## src/verilog/midt_pkg.sv

```systemverilog
// Summary of operation
// - Each instruction is one 14-bit word holding opcode and all operands.
// - Opcodes fall into byte-oriented, bit-oriented and literal/control groups.
// - One instruction cycle is exactly four oscillator clocks.
// - Instructions take one cycle except calls, returns, branches, skips and indirection via a pointer in program memory.
// - Direct call and call via working register take two cycles.
// - Return, return with literal and return from interrupt take two cycles.
// - Jump, relative branch, branch by W and all skips take two cycles.
// - Indirect access with pointer in program memory adds one cycle.
// - File operands are read, modified, then written; read happens even for writes.
// - Destination bit 0 sends result to W, 1 back to the file register.
// - File address field is 7 bits, locations 0x00 to 0x7f.
// - Bit number selects one bit of the 8-bit file register.
// - Pointer number selects one of two pointer pairs, 0 or 1.
// - Pointer mode field picks pre/post increment or decrement.
// - Don't-care instruction bits never change the decode.
// - Bit format: bit number in bits 9..7, file address in bits 6..0.
// - Literals carry 8-bit immediate; call and jump carry 11-bit target.
// - Relative branch carries a 9-bit offset in its low bits.
package midt_pkg;
	// ----------------------------------------
	// Widths and timing
	// ----------------------------------------
	localparam int INSN_W = 14;
	localparam int FADDR_W = 7;
	localparam int PHASE_COUNT = 4;
	localparam int PHASE_W = 2;
	localparam int OSC_HZ = 40_000_000;
	localparam int INSN_HZ = OSC_HZ / PHASE_COUNT;
	localparam logic [PHASE_W-1:0] RD_PHASE = 2'h1;
	localparam logic [PHASE_W-1:0] WR_PHASE = 2'h3;

	// ----------------------------------------
	// Field positions
	// ----------------------------------------
	localparam int F_LSB = 0;
	localparam int D_POS = 7;
	localparam int B_LSB = 7;
	localparam int ADJ_LSB = 0;
	localparam int N_POS_CTL = 2;
	localparam int N_POS_OFS = 6;
	localparam int RW_POS_CTL = 3;
	localparam int BIT_SKIP_POS = 11;

	// ----------------------------------------
	// Opcode masks and matches
	// ----------------------------------------
	localparam logic [13:0] INSN_NOP = 14'h0000;
	localparam logic [13:0] M_CTL = 14'h3f80;
	localparam logic [13:0] V_CTL = 14'h0000;
	localparam logic [13:0] M_FULL = 14'h3fff;
	localparam logic [13:0] V_RETURN = 14'h0008;
	localparam logic [13:0] V_RET_INT = 14'h0009;
	localparam logic [13:0] V_CALL_W = 14'h000a;
	localparam logic [13:0] V_BR_W = 14'h000b;
	localparam logic [13:0] M_PTRMM = 14'h3ff0;
	localparam logic [13:0] V_PTRMM = 14'h0010;
	localparam logic [13:0] M_BYTESKIP = 14'h3f00;
	localparam logic [13:0] V_DECSKIP = 14'h0b00;
	localparam logic [13:0] V_INCSKIP = 14'h0f00;
	localparam logic [13:0] M_CALLJMP = 14'h3800;
	localparam logic [13:0] V_CALL = 14'h2000;
	localparam logic [13:0] V_JUMP = 14'h2800;
	localparam logic [13:0] M_REL_BR = 14'h3e00;
	localparam logic [13:0] V_REL_BR = 14'h3200;
	localparam logic [13:0] M_RETLIT = 14'h3c00;
	localparam logic [13:0] V_RETLIT = 14'h3400;
	localparam logic [13:0] M_PTROFS = 14'h3f00;
	localparam logic [13:0] V_PTROFS = 14'h3f00;
	localparam logic [6:0] IND0_ADDR = 7'h00;
	localparam logic [6:0] IND1_ADDR = 7'h01;

	// ----------------------------------------
	// Types
	// ----------------------------------------
	typedef enum logic [1:0] {FMT_BYTE, FMT_BIT, FMT_LITCTL} midt_fmt_e;
	typedef enum logic [2:0] {K_PLAIN, K_CALL, K_RETURN, K_BRANCH, K_SKIP} midt_kind_e;
	typedef enum logic [1:0] {ADJ_PRE_INC, ADJ_PRE_DEC, ADJ_POST_INC, ADJ_POST_DEC} midt_adj_e;

	typedef struct packed {
		midt_fmt_e fmt;
		midt_kind_e kind;
		logic [FADDR_W-1:0] file_addr;
		logic dest_f;
		logic [2:0] bit_num;
		logic [7:0] lit8;
		logic [8:0] lit9;
		logic [10:0] lit11;
		logic ptr_num;
		midt_adj_e adj_mode;
		logic uses_file;
		logic uses_ind;
		logic file_write;
	} midt_dec_s;

	typedef struct packed {
		logic carry;
		logic digit_carry;
		logic zero;
		logic timeout;
		logic power_down;
	} midt_flags_s;

	localparam midt_flags_s FLAGS_RESET = '{carry: 1'b0, digit_carry: 1'b0, zero: 1'b0,
		timeout: 1'b1, power_down: 1'b1};

	// ----------------------------------------
	// Decode helpers
	// ----------------------------------------
	function automatic logic midt_match(input logic [13:0] w, input logic [13:0] m, input logic [13:0] v);
		return (w & m) == v;
	endfunction

	function automatic logic midt_two_cycle(input midt_kind_e k);
		return k != K_PLAIN;
	endfunction

	function automatic midt_dec_s midt_decode(input logic [INSN_W-1:0] w);
		midt_dec_s d;
		d = '0;
		d.file_addr = w[F_LSB +: FADDR_W];
		d.bit_num = w[B_LSB +: 3];
		d.lit8 = w[7:0];
		d.lit11 = w[10:0];
		d.lit9 = w[8:0];
		d.adj_mode = midt_adj_e'(w[ADJ_LSB +: 2]);
		if (w[13:12] == 2'h0) begin
			d.fmt = FMT_BYTE;
			if (midt_match(w, M_CTL, V_CTL)) begin
				if (midt_match(w, M_FULL, V_RETURN) || midt_match(w, M_FULL, V_RET_INT)) begin
					d.kind = K_RETURN;
				end else if (midt_match(w, M_FULL, V_CALL_W)) begin
					d.kind = K_CALL;
				end else if (midt_match(w, M_FULL, V_BR_W)) begin
					d.kind = K_BRANCH;
				end else if (midt_match(w, M_PTRMM, V_PTRMM)) begin
					d.ptr_num = w[N_POS_CTL];
					d.uses_file = 1'b1;
					d.uses_ind = 1'b1;
					d.file_write = w[RW_POS_CTL];
					d.file_addr = w[N_POS_CTL] ? IND1_ADDR : IND0_ADDR;
				end
			end else begin
				d.dest_f = w[D_POS];
				d.uses_file = 1'b1;
				d.file_write = w[D_POS];
				if (midt_match(w, M_BYTESKIP, V_DECSKIP) || midt_match(w, M_BYTESKIP, V_INCSKIP)) begin
					d.kind = K_SKIP;
				end
			end
		end else if (w[13:12] == 2'h1) begin
			d.fmt = FMT_BIT;
			d.uses_file = 1'b1;
			d.file_write = !w[BIT_SKIP_POS];
			d.dest_f = !w[BIT_SKIP_POS];
			d.kind = w[BIT_SKIP_POS] ? K_SKIP : K_PLAIN;
		end else begin
			d.fmt = FMT_LITCTL;
			if (midt_match(w, M_CALLJMP, V_CALL)) begin
				d.kind = K_CALL;
			end else if (midt_match(w, M_CALLJMP, V_JUMP) || midt_match(w, M_REL_BR, V_REL_BR)) begin
				d.kind = K_BRANCH;
			end else if (midt_match(w, M_RETLIT, V_RETLIT)) begin
				d.kind = K_RETURN;
			end else if (midt_match(w, M_PTROFS, V_PTROFS)) begin
				d.ptr_num = w[N_POS_OFS];
				d.uses_file = 1'b1;
				d.uses_ind = 1'b1;
				d.file_write = w[7];
				d.file_addr = w[N_POS_OFS] ? IND1_ADDR : IND0_ADDR;
			end
		end
		if (d.fmt != FMT_LITCTL && d.uses_file && !d.uses_ind) begin
			if (d.file_addr == IND0_ADDR || d.file_addr == IND1_ADDR) begin
				d.uses_ind = 1'b1;
				d.ptr_num = d.file_addr[0];
			end
		end
		return d;
	endfunction
endpackage
```

## src/verilog/midt_decode_timing.sv

```systemverilog
module midt_decode_timing
	import midt_pkg::*;
(
	input wire logic clk,
	input wire logic rst,
	input wire logic [INSN_W-1:0] instr,
	input wire logic [1:0] ptr_in_prog,
	input wire midt_flags_s flag_we,
	input wire midt_flags_s flag_val,
	output midt_dec_s dec,
	output logic [INSN_W-1:0] instr_word,
	output logic issue,
	output logic fetch_take,
	output logic discard,
	output logic extra_cycle,
	output logic [PHASE_W-1:0] phase,
	output logic file_rd,
	output logic file_wr,
	output midt_flags_s flags
);
	// ----------------------------------------
	// Types and state
	// ----------------------------------------
	typedef enum logic [1:0] {ST_FIRST, ST_FLOW, ST_EXTRA} midt_state_e;

	midt_state_e state_r;
	midt_state_e state_nxt;
	logic [INSN_W-1:0] instr_r;
	logic [INSN_W-1:0] instr_nxt;
	midt_dec_s dec_r;
	midt_dec_s dec_nxt;
	midt_dec_s dec_in;
	logic extra_r;
	logic extra_nxt;
	midt_flags_s flags_r;
	midt_flags_s flags_nxt;
	logic cyc_end;
	logic last_cycle;
	logic load;

	// ----------------------------------------
	// Instruction cycle timing
	// ----------------------------------------
	midt_phase_gen #(
		.N_PHASES(PHASE_COUNT)
	) u_phase (
		.clk(clk),
		.rst(rst),
		.phase(phase),
		.cyc_end(cyc_end)
	);

	// ----------------------------------------
	// Sequencer
	// ----------------------------------------
	// Whole word decoded at once
	assign dec_in = midt_decode(instr);

	// Single cycle unless flow or indirect via pointer in program memory
	always_comb begin
		unique case (state_r)
			ST_FIRST: last_cycle = !midt_two_cycle(dec_r.kind) && !extra_r;
			ST_FLOW: last_cycle = !extra_r;
			ST_EXTRA: last_cycle = 1'b1;
			default: last_cycle = 1'b1;
		endcase
	end

	assign load = cyc_end && last_cycle;

	always_comb begin
		state_nxt = state_r;
		instr_nxt = instr_r;
		dec_nxt = dec_r;
		extra_nxt = extra_r;
		if (load) begin
			instr_nxt = instr;
			dec_nxt = dec_in;
			state_nxt = ST_FIRST;
			extra_nxt = dec_in.uses_ind && ptr_in_prog[dec_in.ptr_num];
		end else if (cyc_end) begin
			unique case (state_r)
				ST_FIRST: state_nxt = midt_two_cycle(dec_r.kind) ? ST_FLOW : ST_EXTRA;
				ST_FLOW: state_nxt = ST_EXTRA;
				ST_EXTRA: state_nxt = ST_FIRST;
				default: state_nxt = ST_FIRST;
			endcase
		end
	end

	always_ff @(posedge clk) begin
		if (rst) begin
			state_r <= ST_FIRST;
			instr_r <= INSN_NOP;
			dec_r <= '0;
			extra_r <= 1'b0;
		end else begin
			state_r <= state_nxt;
			instr_r <= instr_nxt;
			dec_r <= dec_nxt;
			extra_r <= extra_nxt;
		end
	end

	// ----------------------------------------
	// Status flags
	// ----------------------------------------
	// Flag update from execution
	always_comb begin
		flags_nxt = (flags_r & ~flag_we) | (flag_val & flag_we);
	end

	always_ff @(posedge clk) begin
		if (rst) begin
			flags_r <= FLAGS_RESET;
		end else begin
			flags_r <= flags_nxt;
		end
	end

	// ----------------------------------------
	// Outputs
	// ----------------------------------------
	assign dec = dec_r;
	assign instr_word = instr_r;
	assign flags = flags_r;
	assign issue = load;
	assign fetch_take = load;
	assign discard = (state_r == ST_FLOW);
	assign extra_cycle = (state_r == ST_EXTRA);
	assign file_rd = (state_r == ST_FIRST) && dec_r.uses_file && (phase == RD_PHASE);
	assign file_wr = (state_r == ST_FIRST) && dec_r.file_write && (phase == WR_PHASE);

	// ----------------------------------------
	// Checks
	// ----------------------------------------
	plain_one_a: assert property (@(posedge clk) disable iff (rst)
		issue ##1 (dec_r.kind == K_PLAIN && !extra_r) |-> !issue [*3] ##1 issue)
		else $error("plain instruction not one cycle");
	call_two_a: assert property (@(posedge clk) disable iff (rst)
		issue ##1 (dec_r.kind == K_CALL && !extra_r) |-> !issue [*7] ##1 issue)
		else $error("call not two cycles");
	return_two_a: assert property (@(posedge clk) disable iff (rst)
		issue ##1 (dec_r.kind == K_RETURN) |-> !issue [*7] ##1 issue)
		else $error("return not two cycles");
	branch_two_a: assert property (@(posedge clk) disable iff (rst)
		issue ##1 ((dec_r.kind == K_BRANCH || dec_r.kind == K_SKIP) && !extra_r) |-> !issue [*7] ##1 issue)
		else $error("branch or skip not two cycles");
	indirect_extra_a: assert property (@(posedge clk) disable iff (rst)
		issue && dec_in.uses_ind && ptr_in_prog[dec_in.ptr_num] && !midt_two_cycle(dec_in.kind)
		|=> extra_r ##0 !issue [*7] ##1 extra_cycle)
		else $error("indirect program access missed extra cycle");
	flush_cycle_a: assert property (@(posedge clk) disable iff (rst)
		$rose(discard) |-> $past(issue, 5) && !issue)
		else $error("flush cycle misplaced");
	rmw_order_a: assert property (@(posedge clk) disable iff (rst)
		file_wr |-> $past(file_rd, 2))
		else $error("file write without prior read");
	dest_route_a: assert property (@(posedge clk) disable iff (rst)
		file_wr && dec_r.fmt == FMT_BYTE && !dec_r.uses_ind |-> dec_r.dest_f)
		else $error("byte op wrote file with W destination");
	bit_field_a: assert property (@(posedge clk) disable iff (rst)
		issue && instr[13:12] == 2'h1 |=> dec_r.fmt == FMT_BIT && dec_r.bit_num == $past(instr[9:7])
		&& dec_r.file_addr == $past(instr[6:0]))
		else $error("bit format fields wrong");
	flag_reset_a: assert property (@(posedge clk) $fell(rst) |-> flags == FLAGS_RESET)
		else $error("flags not at reset value");
	flow_extra_a: assert property (@(posedge clk) disable iff (rst)
		issue && dec_in.uses_ind && ptr_in_prog[dec_in.ptr_num] && midt_two_cycle(dec_in.kind)
		|=> !issue [*8] ##1 extra_cycle [*3] ##1 (extra_cycle && issue))
		else $error("flow plus extra cycle wrong");
	issue_phase_a: assert property (@(posedge clk) disable iff (rst)
		issue |-> phase == 2'h3)
		else $error("issue outside last clock");
	rd_issue_a: assert property (@(posedge clk) disable iff (rst)
		issue ##2 dec_r.uses_file |-> file_rd)
		else $error("file operand not read");
	dest_file_a: assert property (@(posedge clk) disable iff (rst)
		issue ##4 (dec_r.fmt == FMT_BYTE && !dec_r.uses_ind && dec_r.dest_f) |-> file_wr)
		else $error("file destination not written");
	dest_w_a: assert property (@(posedge clk) disable iff (rst)
		issue ##4 (dec_r.fmt == FMT_BYTE && !dec_r.uses_ind && !dec_r.dest_f) |-> !file_wr)
		else $error("W destination wrote file");
	ptr_pair_a: assert property (@(posedge clk) disable iff (rst)
		dec_r.uses_ind |-> dec_r.file_addr == (dec_r.ptr_num ? IND1_ADDR : IND0_ADDR))
		else $error("pointer pair mismatch");
	adj_field_a: assert property (@(posedge clk) disable iff (rst)
		issue |=> dec_r.adj_mode == $past(instr[1:0]))
		else $error("pointer mode field wrong");
	lit_field_a: assert property (@(posedge clk) disable iff (rst)
		issue |=> dec_r.lit8 == $past(instr[7:0]) && dec_r.lit11 == $past(instr[10:0]))
		else $error("literal fields wrong");
	ofs_field_a: assert property (@(posedge clk) disable iff (rst)
		issue |=> dec_r.lit9 == $past(instr[8:0]))
		else $error("branch offset field wrong");
	faddr_field_a: assert property (@(posedge clk) disable iff (rst)
		issue && !instr[13] && instr[13:7] != 7'h00 |=> dec_r.file_addr == $past(instr[6:0]))
		else $error("file address field wrong");
	word_load_a: assert property (@(posedge clk) disable iff (rst)
		issue |=> instr_word == $past(instr))
		else $error("instruction word not loaded");
	word_hold_a: assert property (@(posedge clk) disable iff (rst)
		!issue |=> $stable(instr_word))
		else $error("instruction word changed without issue");
	flush_len_a: assert property (@(posedge clk) disable iff (rst)
		$rose(discard) |-> discard [*4] ##1 !discard)
		else $error("flush cycle not four clocks");
	extra_len_a: assert property (@(posedge clk) disable iff (rst)
		$rose(extra_cycle) |-> extra_cycle [*4] ##1 !extra_cycle)
		else $error("extra cycle not four clocks");
	flag_hold_a: assert property (@(posedge clk) disable iff (rst)
		flag_we == '0 |=> $stable(flags))
		else $error("flags changed without write");
	carry_load_a: assert property (@(posedge clk) disable iff (rst)
		flag_we.carry |=> flags.carry == $past(flag_val.carry))
		else $error("carry flag not written");
	call_decode_a: assert property (@(posedge clk) disable iff (rst)
		issue && (midt_match(instr, M_CALLJMP, V_CALL) || instr == V_CALL_W) |=> dec_r.kind == K_CALL)
		else $error("call not decoded");
	return_decode_a: assert property (@(posedge clk) disable iff (rst)
		issue && (instr == V_RETURN || instr == V_RET_INT || midt_match(instr, M_RETLIT, V_RETLIT))
		|=> dec_r.kind == K_RETURN)
		else $error("return not decoded");
endmodule

```

## src/verilog/midt_phase_gen.sv

```systemverilog
module midt_phase_gen
	import midt_pkg::*;
#(
	parameter int N_PHASES = PHASE_COUNT
) (
	input wire logic clk,
	input wire logic rst,
	output logic [PHASE_W-1:0] phase,
	output logic cyc_end
);
	// ----------------------------------------
	// Parameter check
	// ----------------------------------------
	if (N_PHASES != PHASE_COUNT) begin : g_bad
		$error("midt_phase_gen: phase count must be four");
	end

	// ----------------------------------------
	// Phase counter
	// ----------------------------------------
	logic [PHASE_W-1:0] phase_r;
	logic [PHASE_W-1:0] phase_nxt;

	always_comb begin
		phase_nxt = (phase_r == PHASE_W'(N_PHASES - 1)) ? '0 : phase_r + 2'h1;
	end

	always_ff @(posedge clk) begin
		if (rst) begin
			phase_r <= '0;
		end else begin
			phase_r <= phase_nxt;
		end
	end

	assign phase = phase_r;
	assign cyc_end = (phase_r == PHASE_W'(N_PHASES - 1));

	phase_wrap_a: assert property (@(posedge clk) disable iff (rst) cyc_end |=> phase_r == 2'h0)
		else $error("phase did not wrap after last clock");
	cycle_len_a: assert property (@(posedge clk) disable iff (rst) cyc_end |=> !cyc_end [*3] ##1 cyc_end)
		else $error("instruction cycle not four clocks");
endmodule

```

## config.mk

```make
export PLATFORM = sky130hd
export DESIGN_NAME = midt_decode_timing
export DESIGN_NICKNAME = d
export VERILOG_FILES = /design/src/verilog/midt_pkg.sv /design/src/verilog/midt_decode_timing.sv /design/src/verilog/midt_phase_gen.sv
export SDC_FILE = /design/constraint.sdc
export NUM_CORES = 1
export LEC_CHECK = 0
export BUFFER_PORTS_ARGS = -buffer_cell sky130_fd_sc_hd__clkbuf_2
export CAP_MARGIN = 10
export CELL_PAD_IN_SITES_DETAIL_PLACEMENT = 1
export CELL_PAD_IN_SITES_GLOBAL_PLACEMENT = 1
export CORE_ASPECT_RATIO = 0.75
export CORE_MARGIN = 3
export CORE_UTILIZATION = 26
export DETAILED_ROUTE_END_ITERATION = 7
export GPL_ROUTABILITY_DRIVEN = 1
export PLACE_DENSITY = 0.65
export SLEW_MARGIN = 5
export SYNTH_ARGS = -nofsm -noshare
export SYNTH_HDL_FRONTEND = slang
export SYNTH_HIERARCHICAL = 1
export SYNTH_SLANG_ARGS = --single-unit
```

## constraint.sdc

```tcl
create_clock -name clk -period 5.1 [get_ports clk]
set_clock_uncertainty 0.1 [all_clocks]
set_input_delay 0.255 -clock clk [delete_from_list [all_inputs] [get_ports clk]]
set_output_delay 0.255 -clock clk [all_outputs]
set_load 0.05 [all_outputs]
```

==> Word level (Yosys, flattened, before mapping) <==
Index checks and enable logic that the tools add are counted.
{ "op_classes": {"add_sub_neg": 1, "order_cmp": 1, "n_eq_ne": 19, "n_mux": 60, "bitwise_logic": 4, "n_reduce_logical": 24} }
{ "ops": {"columns": ["operator", "n"], "rows": [
  ["$mux W7", 10],
  ["$eq A14 B4 Y1 const B", 4],
  ["$mux W3", 13],
  ["$mux W1", 27],
  ["$logic_not A14 Y1", 1],
  ["$mux W13", 1],
  ["$eq A6 B4 Y1 const B", 2],
  ["$mux W2", 6],
  ["$and A5 B5 Y5", 2],
  ["$eq A10 B1 Y1 const B", 1],
  ["$logic_and A1 B1 Y1", 9],
  ["$eq A7 B1 Y1 const B", 1],
  ["$logic_not A7 Y1", 1],
  ["$eq A2 B1 Y1 const B", 3],
  ["$eq A3 B3 Y1 const B", 2],
  ["$eq A6 B6 Y1 const B", 1],
  ["$eq A5 B5 Y1 const B", 1],
  ["$mux W5", 1],
  ["$not A5 Y5", 1],
  ["$or A5 B5 Y5", 1],
  ["$eq A2 B2 Y1 const B", 2],
  ["$eq A4 B4 Y1 const B", 1],
  ["$logic_not A1 Y1", 4],
  ["$logic_not A2 Y1", 2],
  ["8 further kinds", 12]
]} }
{ "totals": {"regBits": 74, "out_inout_bits": 77} }

==> Depth between registers and ports, before layout <==
Gate-level depths: netlist of the first run.
{ "logic_depth": {"word_depth": 14, "depth_mapped": 7, "depth_no_buf": 7} }

==> Modules after synthesis <==
The synthesis of the first run kept the hierarchy.
{ "modules_own_cells": {"columns": ["module", "instances", "cells_each", "area_each_um2", "seq_area_each_um2"], "rows": [
  ["midt_decode_timing", 1, 239, 1901.8, 780.7],
  ["midt_phase_gen", 1, 5, 75.1, 40.0]
]} }

==> Least setup slack after synthesis of the first run <==
Ideal clock, no wire load.
{ "synth_path": {"kind": "flip-flop to output port", "start": "reg u_phase.phase_r[0] (netlist: u_phase/phase[0])", "end": "out issue", "arrival_time_ns": 2.284, "required_time_ns": 4.745, "setup_slack_ns": 2.461, "path_stages_with_launch": 6, "path_buffers": 2, "path_cell_list": "dfxtp_1 > ha_1 > nand3_1 > inv_2 > clkbuf_1 > buf_4"} }
{ "synth_between": {"elab_chain_cells": 2} }
{ "synth_lines": {"columns": ["item", "line", "text"], "rows": [
  ["start: declaration", "midt_phase_gen.sv:21", "logic [PHASE_W-1:0] phase_r;"],
  ["start signal: assignment", "midt_phase_gen.sv:32", "phase_r <= phase_nxt;"],
  ["$eq A2 B2 Y1", "midt_phase_gen.sv:37", "assign cyc_end = (phase_r == PHASE_W'(N_PHASES - 1));"],
  ["net cyc_end", "midt_decode_timing.sv:37", "logic cyc_end;"],
  ["$logic_and A1 B1 Y1", "midt_decode_timing.sv:69", "assign load = cyc_end && last_cycle;"],
  ["end: declaration", "midt_decode_timing.sv:12", "output logic issue,"]
]} }
The timed path passes the listed nets, and every way through them passes these cells.

==> Final worst setup path of the first run <==
{ "layout_path": {"start": "reg dec_r (netlist bit dec[45])", "end": "out fetch_take"} }
{ "layout_between": {"elab_chain_cells": 5} }
{ "layout_lines": {"columns": ["item", "line", "text"], "rows": [
  ["start: declaration", "midt_decode_timing.sv:30", "midt_dec_s dec_r;"],
  ["start signal: assignment", "midt_decode_timing.sv:100", "dec_r <= dec_nxt;"],
  ["$reduce_bool A3 Y1", "midt_pkg.sv:115", "return k != K_PLAIN;"],
  ["$logic_not A1 Y1", "midt_decode_timing.sv:62", "ST_FIRST: last_cycle = !midt_two_cycle(dec_r.kind) && !extra_r;"],
  ["$logic_and A1 B1 Y1", "midt_decode_timing.sv:62", null],
  ["$pmux W1 S2", "midt_decode_timing.sv:61", "unique case (state_r)"],
  ["$logic_and A1 B1 Y1", "midt_decode_timing.sv:69", null],
  ["end: declaration", "midt_decode_timing.sv:13", "output logic fetch_take,"]
]} }
Every way passes these cells.

==> results of run 1 <==
==> routing by layer <==
layer	routed length (microns)	GRT usage [%]
met2	2550	21.1
met5	0	0
met4	60	3.45
met3	374	3.93
met1	2700	16.8
==> cell usage after synthesis <==
library cell  count
nand2_1          44
dfxtp_1          41
buf_4            34
a21oi_1          28
nor2_1           19
clkbuf_1         12
nor3_1            9
nand3_1           8
mux2i_1           5
nor2b_1           5
a211oi_1          3
inv_1             3
o21ai_0           3
a211o_1           2
nand2b_1          2
nand3b_1          2
nor3_2            2
a2111o_1          1
a221o_1           1
a221oi_1          1
a311oi_2          1
and3_1            1
and4_1            1
and4b_1           1
ha_1              1
inv_2             1
nor3b_1           1
nor3b_2           1
nor4_1            1
nor4b_1           1
o21a_1            1
o21bai_1          1
o2bb2ai_1         1
o311a_1           1
o41ai_1           1
or3_1             1
or4_1             1
or4_4             1
or4b_1            1
==> kinds of logic (layout without fill, tap and decap cells) <==
| group | count (synthesis) | count (layout) | synth area share [%] |
|---|---|---|---|
| AO/OA/AOI/OAI | 45 | 45 | 14.3 |
| adder cells (fa/ha/maj) | 1 | 1 | 0.633 |
| buffers and inverters | 50 | 117 | 15.9 |
| flip-flops | 41 | 41 | 41.5 |
| multiplexers | 5 | 5 | 2.53 |
| AND/OR/NAND/NOR | 102 | 102 | 25.1 |
==> worst max-delay path by stage <==
stage / start / to / slack [ns] / cells after the start
after floorplan: u_phase/phase[0] / issue / 2.46 / 5
after global placement: dec[45] / dec[38] / 2.76 / 8
after detailed placement: dec[45] / dec[38] / 2.65 / 8
after CTS: dec[45] / issue / 2.37 / 6
after global routing: dec[45] / fetch_take / 2.20 / 6
final: dec[45] / fetch_take / 2.40 / 6
==> stage by stage <==
stage                     power, mW  utilization (%)  cells  hold WS (ns)
after floorplan               0.518                -    244         0.226
after global placement        0.558             32.8    401         0.347
after detailed placement      0.562             32.8    401         0.343
after CTS                     0.840             34.5    409        0.0568
after global routing          0.868             34.5    409        0.0656
final                         0.829             34.5    409        0.0633
==> layout make-up <==
| type | count | area share, % |
|---|---|---|
| Multi-Input combinational cell | 153 | 34.4 |
| Sequential cell | 41 | 33.5 |
| Timing Repair Buffer | 105 | 21.6 |
| Tap cell | 98 | 5.01 |
| Clock buffer | 6 | 3.37 |
| Clock inverter | 2 | 1.53 |
| Inverter | 4 | 0.613 |
==> layout by cell type, fill, tap and decap left out, drive strengths merged, types with 2 or more instances in the layout <==
cell type,Yosys,final
nor2b,5,5
nand3b,2,2
nand3,8,8
nor3b,2,2
dfxtp,41,41
nor3,11,11
mux2i,5,5
o21ai,3,3
a211o,2,2
nand2b,2,2
inv,4,4
a211oi,3,3
or4,2,2
nand2,44,44
clkbuf,12,110
nor2,19,19
a21oi,28,28
==> power groups by stage <==
stage	clock, mW	combinational, mW	sequential [mW]
after global routing	0.300	0.216	0.353
after CTS	0.286	0.205	0.350
after floorplan	0	0.109	0.409
final	0.278	0.202	0.349
after global placement	0	0.201	0.356
after detailed placement	0	0.204	0.357
==> key figures, run 1 <==
Run status
  • Status: finished, final reports clean

Route
  • Drt initial violations: 60
  • Vias: 1896
  • Pre-Repair DR Iteration Count: 4
  • Vias per inst: 4.64
  • WL final: about 5700 microns
  • Final ANT Viol Nets: 0
  • # DRC: 0
  • Routed wire per std cell: between 10 and 15 microns

Global routing
  • Vias in the first global route: 1824
  • Total track usage: 12.9%
  • Largest net degree at the start of global routing: 43
  • Initial antenna violation count: 0
  • First-pass GRT wire length: 9000 microns
  • Grt ovf: 0

Placement
  • Post-DP HPWL: 4280 microns
  • Port bufs: 104
  • Pre-CTS setup slack: around 2.6 ns
  • Placed Area: 2330 sq um
  • RePlAce Congestion: 0.738

Final layout
  • Area delta synth->final: 23.8%
  • Fin area: 2450 sq um
  • Layout cells sized above 1: 38.3%
  • Layout fillers: roughly 910
  • Seq. cell area: 821 sq um
  • Ant. Diodes: 0
  • Nets: around 340
  • Multi-input gate area: 841 sq um

Setup path
  • Setup CP Type: flop to output pin
  • CP bufs+invs: 3
  • R2R setup slack: 2.63 ns
  • Worst flop-to-flop path endpoint: dec[38]
  • Critical Path RT: 4.74 ns
  • Critical path cell sequence: nor3_1 -> nand2b_1 -> nand3_1 -> buf_4 -> inv_2 -> clkbuf_2
  • Crit end category: output pin
  • Setup crit start kind: flop
  • Worst EP arrival: 2.34 ns
  • Crit-path max FO: 37
  • Worst path slowest cell: inv_2
  • R2r startpoint: dec[45]
  • CP delay by family, top: buffers and inverters
  • CP max stage delay: ~0.5 ns
  • Register-to-Register Path Depth: 8

Floorplanning
  • Initial Utilization: 27.9%
  • Die footprint: 8700 sq um
  • Die height: 81.5 microns
  • Die X-Extent: around 110 microns
  • Row cnt: 26
  • # IOs: 105
  • Core Area: roughly 7100 sq um

Timing
  • Final Hold Violating Endpoints: 0
  • Achievable Freq: 0.371 GHz
  • Final setup fails: 0
  • Fin crit period: 2.70 ns
  • PnR worst setup slack: 2.40 ns
  • Final period utilization: roughly 53%
  • Relative slew slack: approximately two fifths
  • Fin Setup TNS: 0 ns
  • Unrepaired setup endpoints after global routing: false
  • Final Max Tran Viols: 0
  • Slew @ Worst Pin: 0.903 ns

Clocking
  • H-tree Lvls: 2
  • Clk sink count: 41
  • CTS Hold Bufs: 0
  • Clk pin slew, worst setup/hold paths: around 0.09 ns
  • CTS-repair resized insts: 0
  • Post-CTS Setup Inserts: 0
  • CTS max path bufs: 2
  • CTS Buf Count: 5
  • CTS root buf: clkbuf_8
  • CTS tree: yes
  • Clk_lat worst skew: 0.30 ns

Min path
  • Hold Crit Class: input pin to flop
  • Worst hold stages: 2
  • Worst hold start: flag_val[1]

Power and ir drop
  • Sequential fraction of design power: 42.1%
  • Sw frac: 34.6%
  • P_sw: 0.287 mW
  • Pwr Density: 339 nW/um^2
  • Pint: 0.542 mW
  • Clk pwr share: 33.5%
  • Leakage: roughly 1.1 nW
  • Max IR drop VDD: 0.118 mV
  • Share of power burned in combinational logic: 24.3%

Yosys
  • Synth Register Bits: a little over 40
  • Gate Count Post-Synth: 244
  • Ys Warns: 6
  • Top cell type's share of synthesized area: 41.5%
  • Average size of a mapped cell: 8.10 sq um
  • Largest area contributor in the netlist: dfxtp_1
  • Synth Net Count: around 270
  • Yosys cell types: 39
  • Ranking of synthesized cells by area: dfxtp_1 42%, buf_4 13%, nand2_1 8.4%, a21oi_1 7.1%, nor2_1 3.6%
  • Post-synthesis sequential area ratio: around two fifths
  • Synthesized cell area: 1980 sq um

Job
  • Maxcap violations: 0
Power figures use the tool's default switching activity.
==> inputs of run 2 (changes only) <==
--- a/config.mk
+++ b/config.mk
@@ -14,7 +14,7 @@
 export CORE_UTILIZATION = 26
 export DETAILED_ROUTE_END_ITERATION = 7
 export GPL_ROUTABILITY_DRIVEN = 1
-export PLACE_DENSITY = 0.65
+export PLACE_DENSITY = 0.67
 export SLEW_MARGIN = 5
 export SYNTH_ARGS = -nofsm -noshare
 export SYNTH_HDL_FRONTEND = slang
==> constraint.sdc (replaced) <==
create_clock -name clk -period 2.2 [get_ports clk]
set_clock_uncertainty 0.1 [all_clocks]
set_input_delay 0.11 -clock clk [delete_from_list [all_inputs] [get_ports clk]]
set_output_delay 0.11 -clock clk [all_outputs]
set_load 0.05 [all_outputs]
==> run 2 against run 1 <==
Net effect:
- largest power group unchanged
- worst hold slack worse by 0.048 ns
- critical path type unchanged
- design area up 6.5%
- largest cell class unchanged
- worst setup slack worse by 2.3 ns
- clock-buffer cell count down 1
- combinational power rose to 2.5 times the previous value
- power up 120%
- first-iteration DRC count up 27%
==> key figures, run 2 (synthesis results as in run 1) <==
Run status
  • Status: finished, final reports clean (unchanged)

Min path
  • Worst hold stages: 3 (was 2)
  • Worst hold start: instr[11] (was flag_val[1])
  • Hold Crit Class: input pin to flop (unchanged)
  • Worst Hold End: instr_word[11]

Timing
  • Relative slew slack: 56.4% (was 39.8%)
  • Achievable Freq: 0.485 GHz
  • Fin Setup TNS: 0 ns (unchanged)
  • Fin crit period: 2.06 ns
  • Final Hold Violating Endpoints: 0 (unchanged)
  • Unrepaired setup endpoints after global routing: false (unchanged)
  • Slew @ Worst Pin: 0.654 ns (was 0.903 ns)
  • Final Max Tran Viols: 0 (unchanged)
  • Final setup fails: 0 (unchanged)
  • Final period utilization: 93.7%

Power and ir drop
  • P_sw: 0.656 mW (was 0.287 mW)
  • Leakage: 1.18 nW (was 1.11 nW)
  • Clk pwr share: 26.1% (was 33.5%)
  • Pwr Density: 684 nW/um^2 (was 339 nW/um^2)
  • Pint: 1.13 mW (was 0.542 mW)
  • Share of power burned in combinational logic: 28.4% (was 24.3%)
  • Sequential fraction of design power: 45.6% (was 42.1%)
  • Sw frac: 36.8% (was 34.6%)
  • Max IR drop VDD: 0.239 mV (was 0.118 mV)

Route
  • # DRC: 0 (unchanged)
  • Vias per inst: 4.62 (was 4.64)
  • Final ANT Viol Nets: 0 (unchanged)
  • Routed wire per std cell: 14.3 microns (was 13.9 microns)
  • Vias: 1972 (was 1896)
  • Pre-Repair DR Iteration Count: 4 (unchanged)
  • Drt initial violations: 76 (was 60)
  • WL final: 6110 microns (was 5680 microns)

Final layout
  • Non-filler cells, final: 427 (was 409)
  • Layout fillers: 908 (unchanged)
  • Leading cell type in the layout, fill and taps excluded: clkbuf_2 (unchanged)
  • Layout cells sized above 1: 38.0% (was 38.3%)
  • Most frequent cells in the layout: 104 x clkbuf_2, 44 x nand2_1, 41 x dfxtp_1 (unchanged)
  • Ant. Diodes: 0 (unchanged)
  • Area delta synth->final: 31.8% (was 23.8%)
  • Multi-input gate area: 848 sq um (was 841 sq um)
  • Nets: 359 (was 339)
  • Seq. cell area: 821 sq um (unchanged)

Clocking
  • CTS max path bufs: 2 (unchanged)
  • H-tree Lvls: 2 (unchanged)
  • Post-CTS Setup Inserts: 0 (unchanged)
  • Clk_lat worst skew: 0.29 ns (was 0.30 ns)
  • CTS root buf: clkbuf_8 (unchanged)
  • Clk pin slew, worst setup/hold paths: 0.08 ns (was 0.09 ns)
  • Clk sink count: 41 (unchanged)
  • CTS tree: yes (unchanged)
  • CTS Buf Count: 5 (unchanged)

Global routing
  • Grt ovf: 0 (unchanged)
  • Initial antenna violation count: 0 (unchanged)
  • Total track usage: 14.2% (was 12.9%)
  • Met2 usage: 23.6% (was 21.1%)
  • GR Util met3: 3.46% (was 3.93%)
  • First-pass GRT wire length: 9920 microns (was 9000 microns)
  • Largest net degree at the start of global routing: 31 (was 43)
  • Busiest grt layer: met2 (unchanged)
  • Met1 Track Usage GR: 18.6% (was 16.8%)
  • Vias in the first global route: 1898 (was 1824)

Floorplanning
  • Die X-Extent: 107 microns (unchanged)
  • # IOs: 105 (unchanged)
  • Die height: 81.5 microns (unchanged)
  • Initial Utilization: 27.9% (unchanged)
  • Core Area: 7090 sq um (unchanged)
  • Die footprint: 8700 sq um (unchanged)
  • Row cnt: 26 (unchanged)

Setup path
  • Setup CP Type: flop to output pin (unchanged)
  • Crit-path max FO: 18 (was 37)
  • Worst EP arrival: 1.85 ns (was 2.34 ns)
  • Worst flop-to-flop path endpoint: dec[47] (was dec[38])
  • CP max stage delay: 0.37 ns (was 0.50 ns)
  • Critical path cell sequence: nor3_2 -> nand2b_1 -> nand3_1 -> inv_2 -> buf_12 -> clkbuf_2 (was nor3_1 -> nand2b_1 -> nand3_1 -> buf_4 -> inv_2 -> clkbuf_2)
  • Crit end category: output pin (unchanged)
  • Register-to-Register Path Depth: 7 (was 8)
  • Worst path slowest cell: dfxtp_1 (was inv_2)
  • Setup crit start kind: flop (unchanged)
  • R2R setup slack: 0.40 ns (was 2.63 ns)
  • R2r startpoint: dec[46] (was dec[45])
  • Critical Path RT: 1.99 ns (was 4.74 ns)

Placement
  • Dpl cells: 407 (was 401)
  • Port bufs: 104 (unchanged)
  • Post-DP HPWL: 4480 microns (was 4280 microns)
  • RePlAce Congestion: 0.794 (was 0.738)

Job
  • Maxcap violations: 0 (unchanged)
## run 2: metal layers
metal | routed length [microns] | part of all wire, % | vias up
li1 | - | - | 966
met1 | 2880 | 47 | 932
met2 | 2770 | 45 | 67
met3 | 403 | 6.6 | 7
met4 | 62 | 1.0 | 0
met5 | 0 | 0 | -
## run 2: what timing repair did
action,4_1_cts,5_1_grt
hold endpoints to repair,9,0
endpoints found under the setup margin,0,2
resized for setup,0,2
hold buffers,14,0
## run 2: how the worst max path moves through the flow
stage                                start    endpoint  slack [ns]  cells past startpoint
after CTS                          dec[46]  fetch_take        0.01                      6
after floorplan           u_phase/phase[0]       issue        0.05                      5
after global routing               dec[46]       issue        0.03                      6
after detailed placement          instr[7]     dec[46]        0.14                      5
final                              dec[46]  fetch_take        0.14                      6
after global placement            instr[7]     dec[46]        0.16                      5
## run 2: critical path: cells and delay by family (launching register included)
kind / cells / cell delay (ns)
DFF: 1 / 0.37
buffers and inverters: 3 / 0.68
and+or+nand+nor: 3 / 0.49
## run 2: final cells by class
cell class	instances	share of cell area (%)
multi-input combinational	153	32.5
sequential	41	31.5
timing repair buffer	125	27.8
tap	98	4.70
clock buffer	5	2.64
inverter	4	0.576
clock inverter	1	0.192
## run 2: power by group through the flow
| stage | combinational, mW | clock, mW | sequential (mW) |
|---|---|---|---|
| floorplan | 0.252 | 0 | 0.949 |
| global placement | 0.481 | 0 | 0.827 |
| detailed placement | 0.485 | 0 | 0.830 |
| CTS | 0.508 | 0.488 | 0.812 |
| global route | 0.543 | 0.517 | 0.820 |
| finish | 0.506 | 0.465 | 0.812 |
## run 2: stage by stage
stage                     cell area, sq um  setup slack (ns)  power (mW)  util (%)  hold WS [ns]
final                                 2610             0.138        1.78      36.8        0.0151
after floorplan                       1980            0.0503        1.20         -        0.0807
after global routing                  2610            0.0300        1.88      36.8        0.0418
after global placement                2380             0.165        1.31      33.6         0.214
after detailed placement              2380             0.137        1.31      33.6         0.219
after CTS                             2600            0.0114        1.81      36.6       0.00352
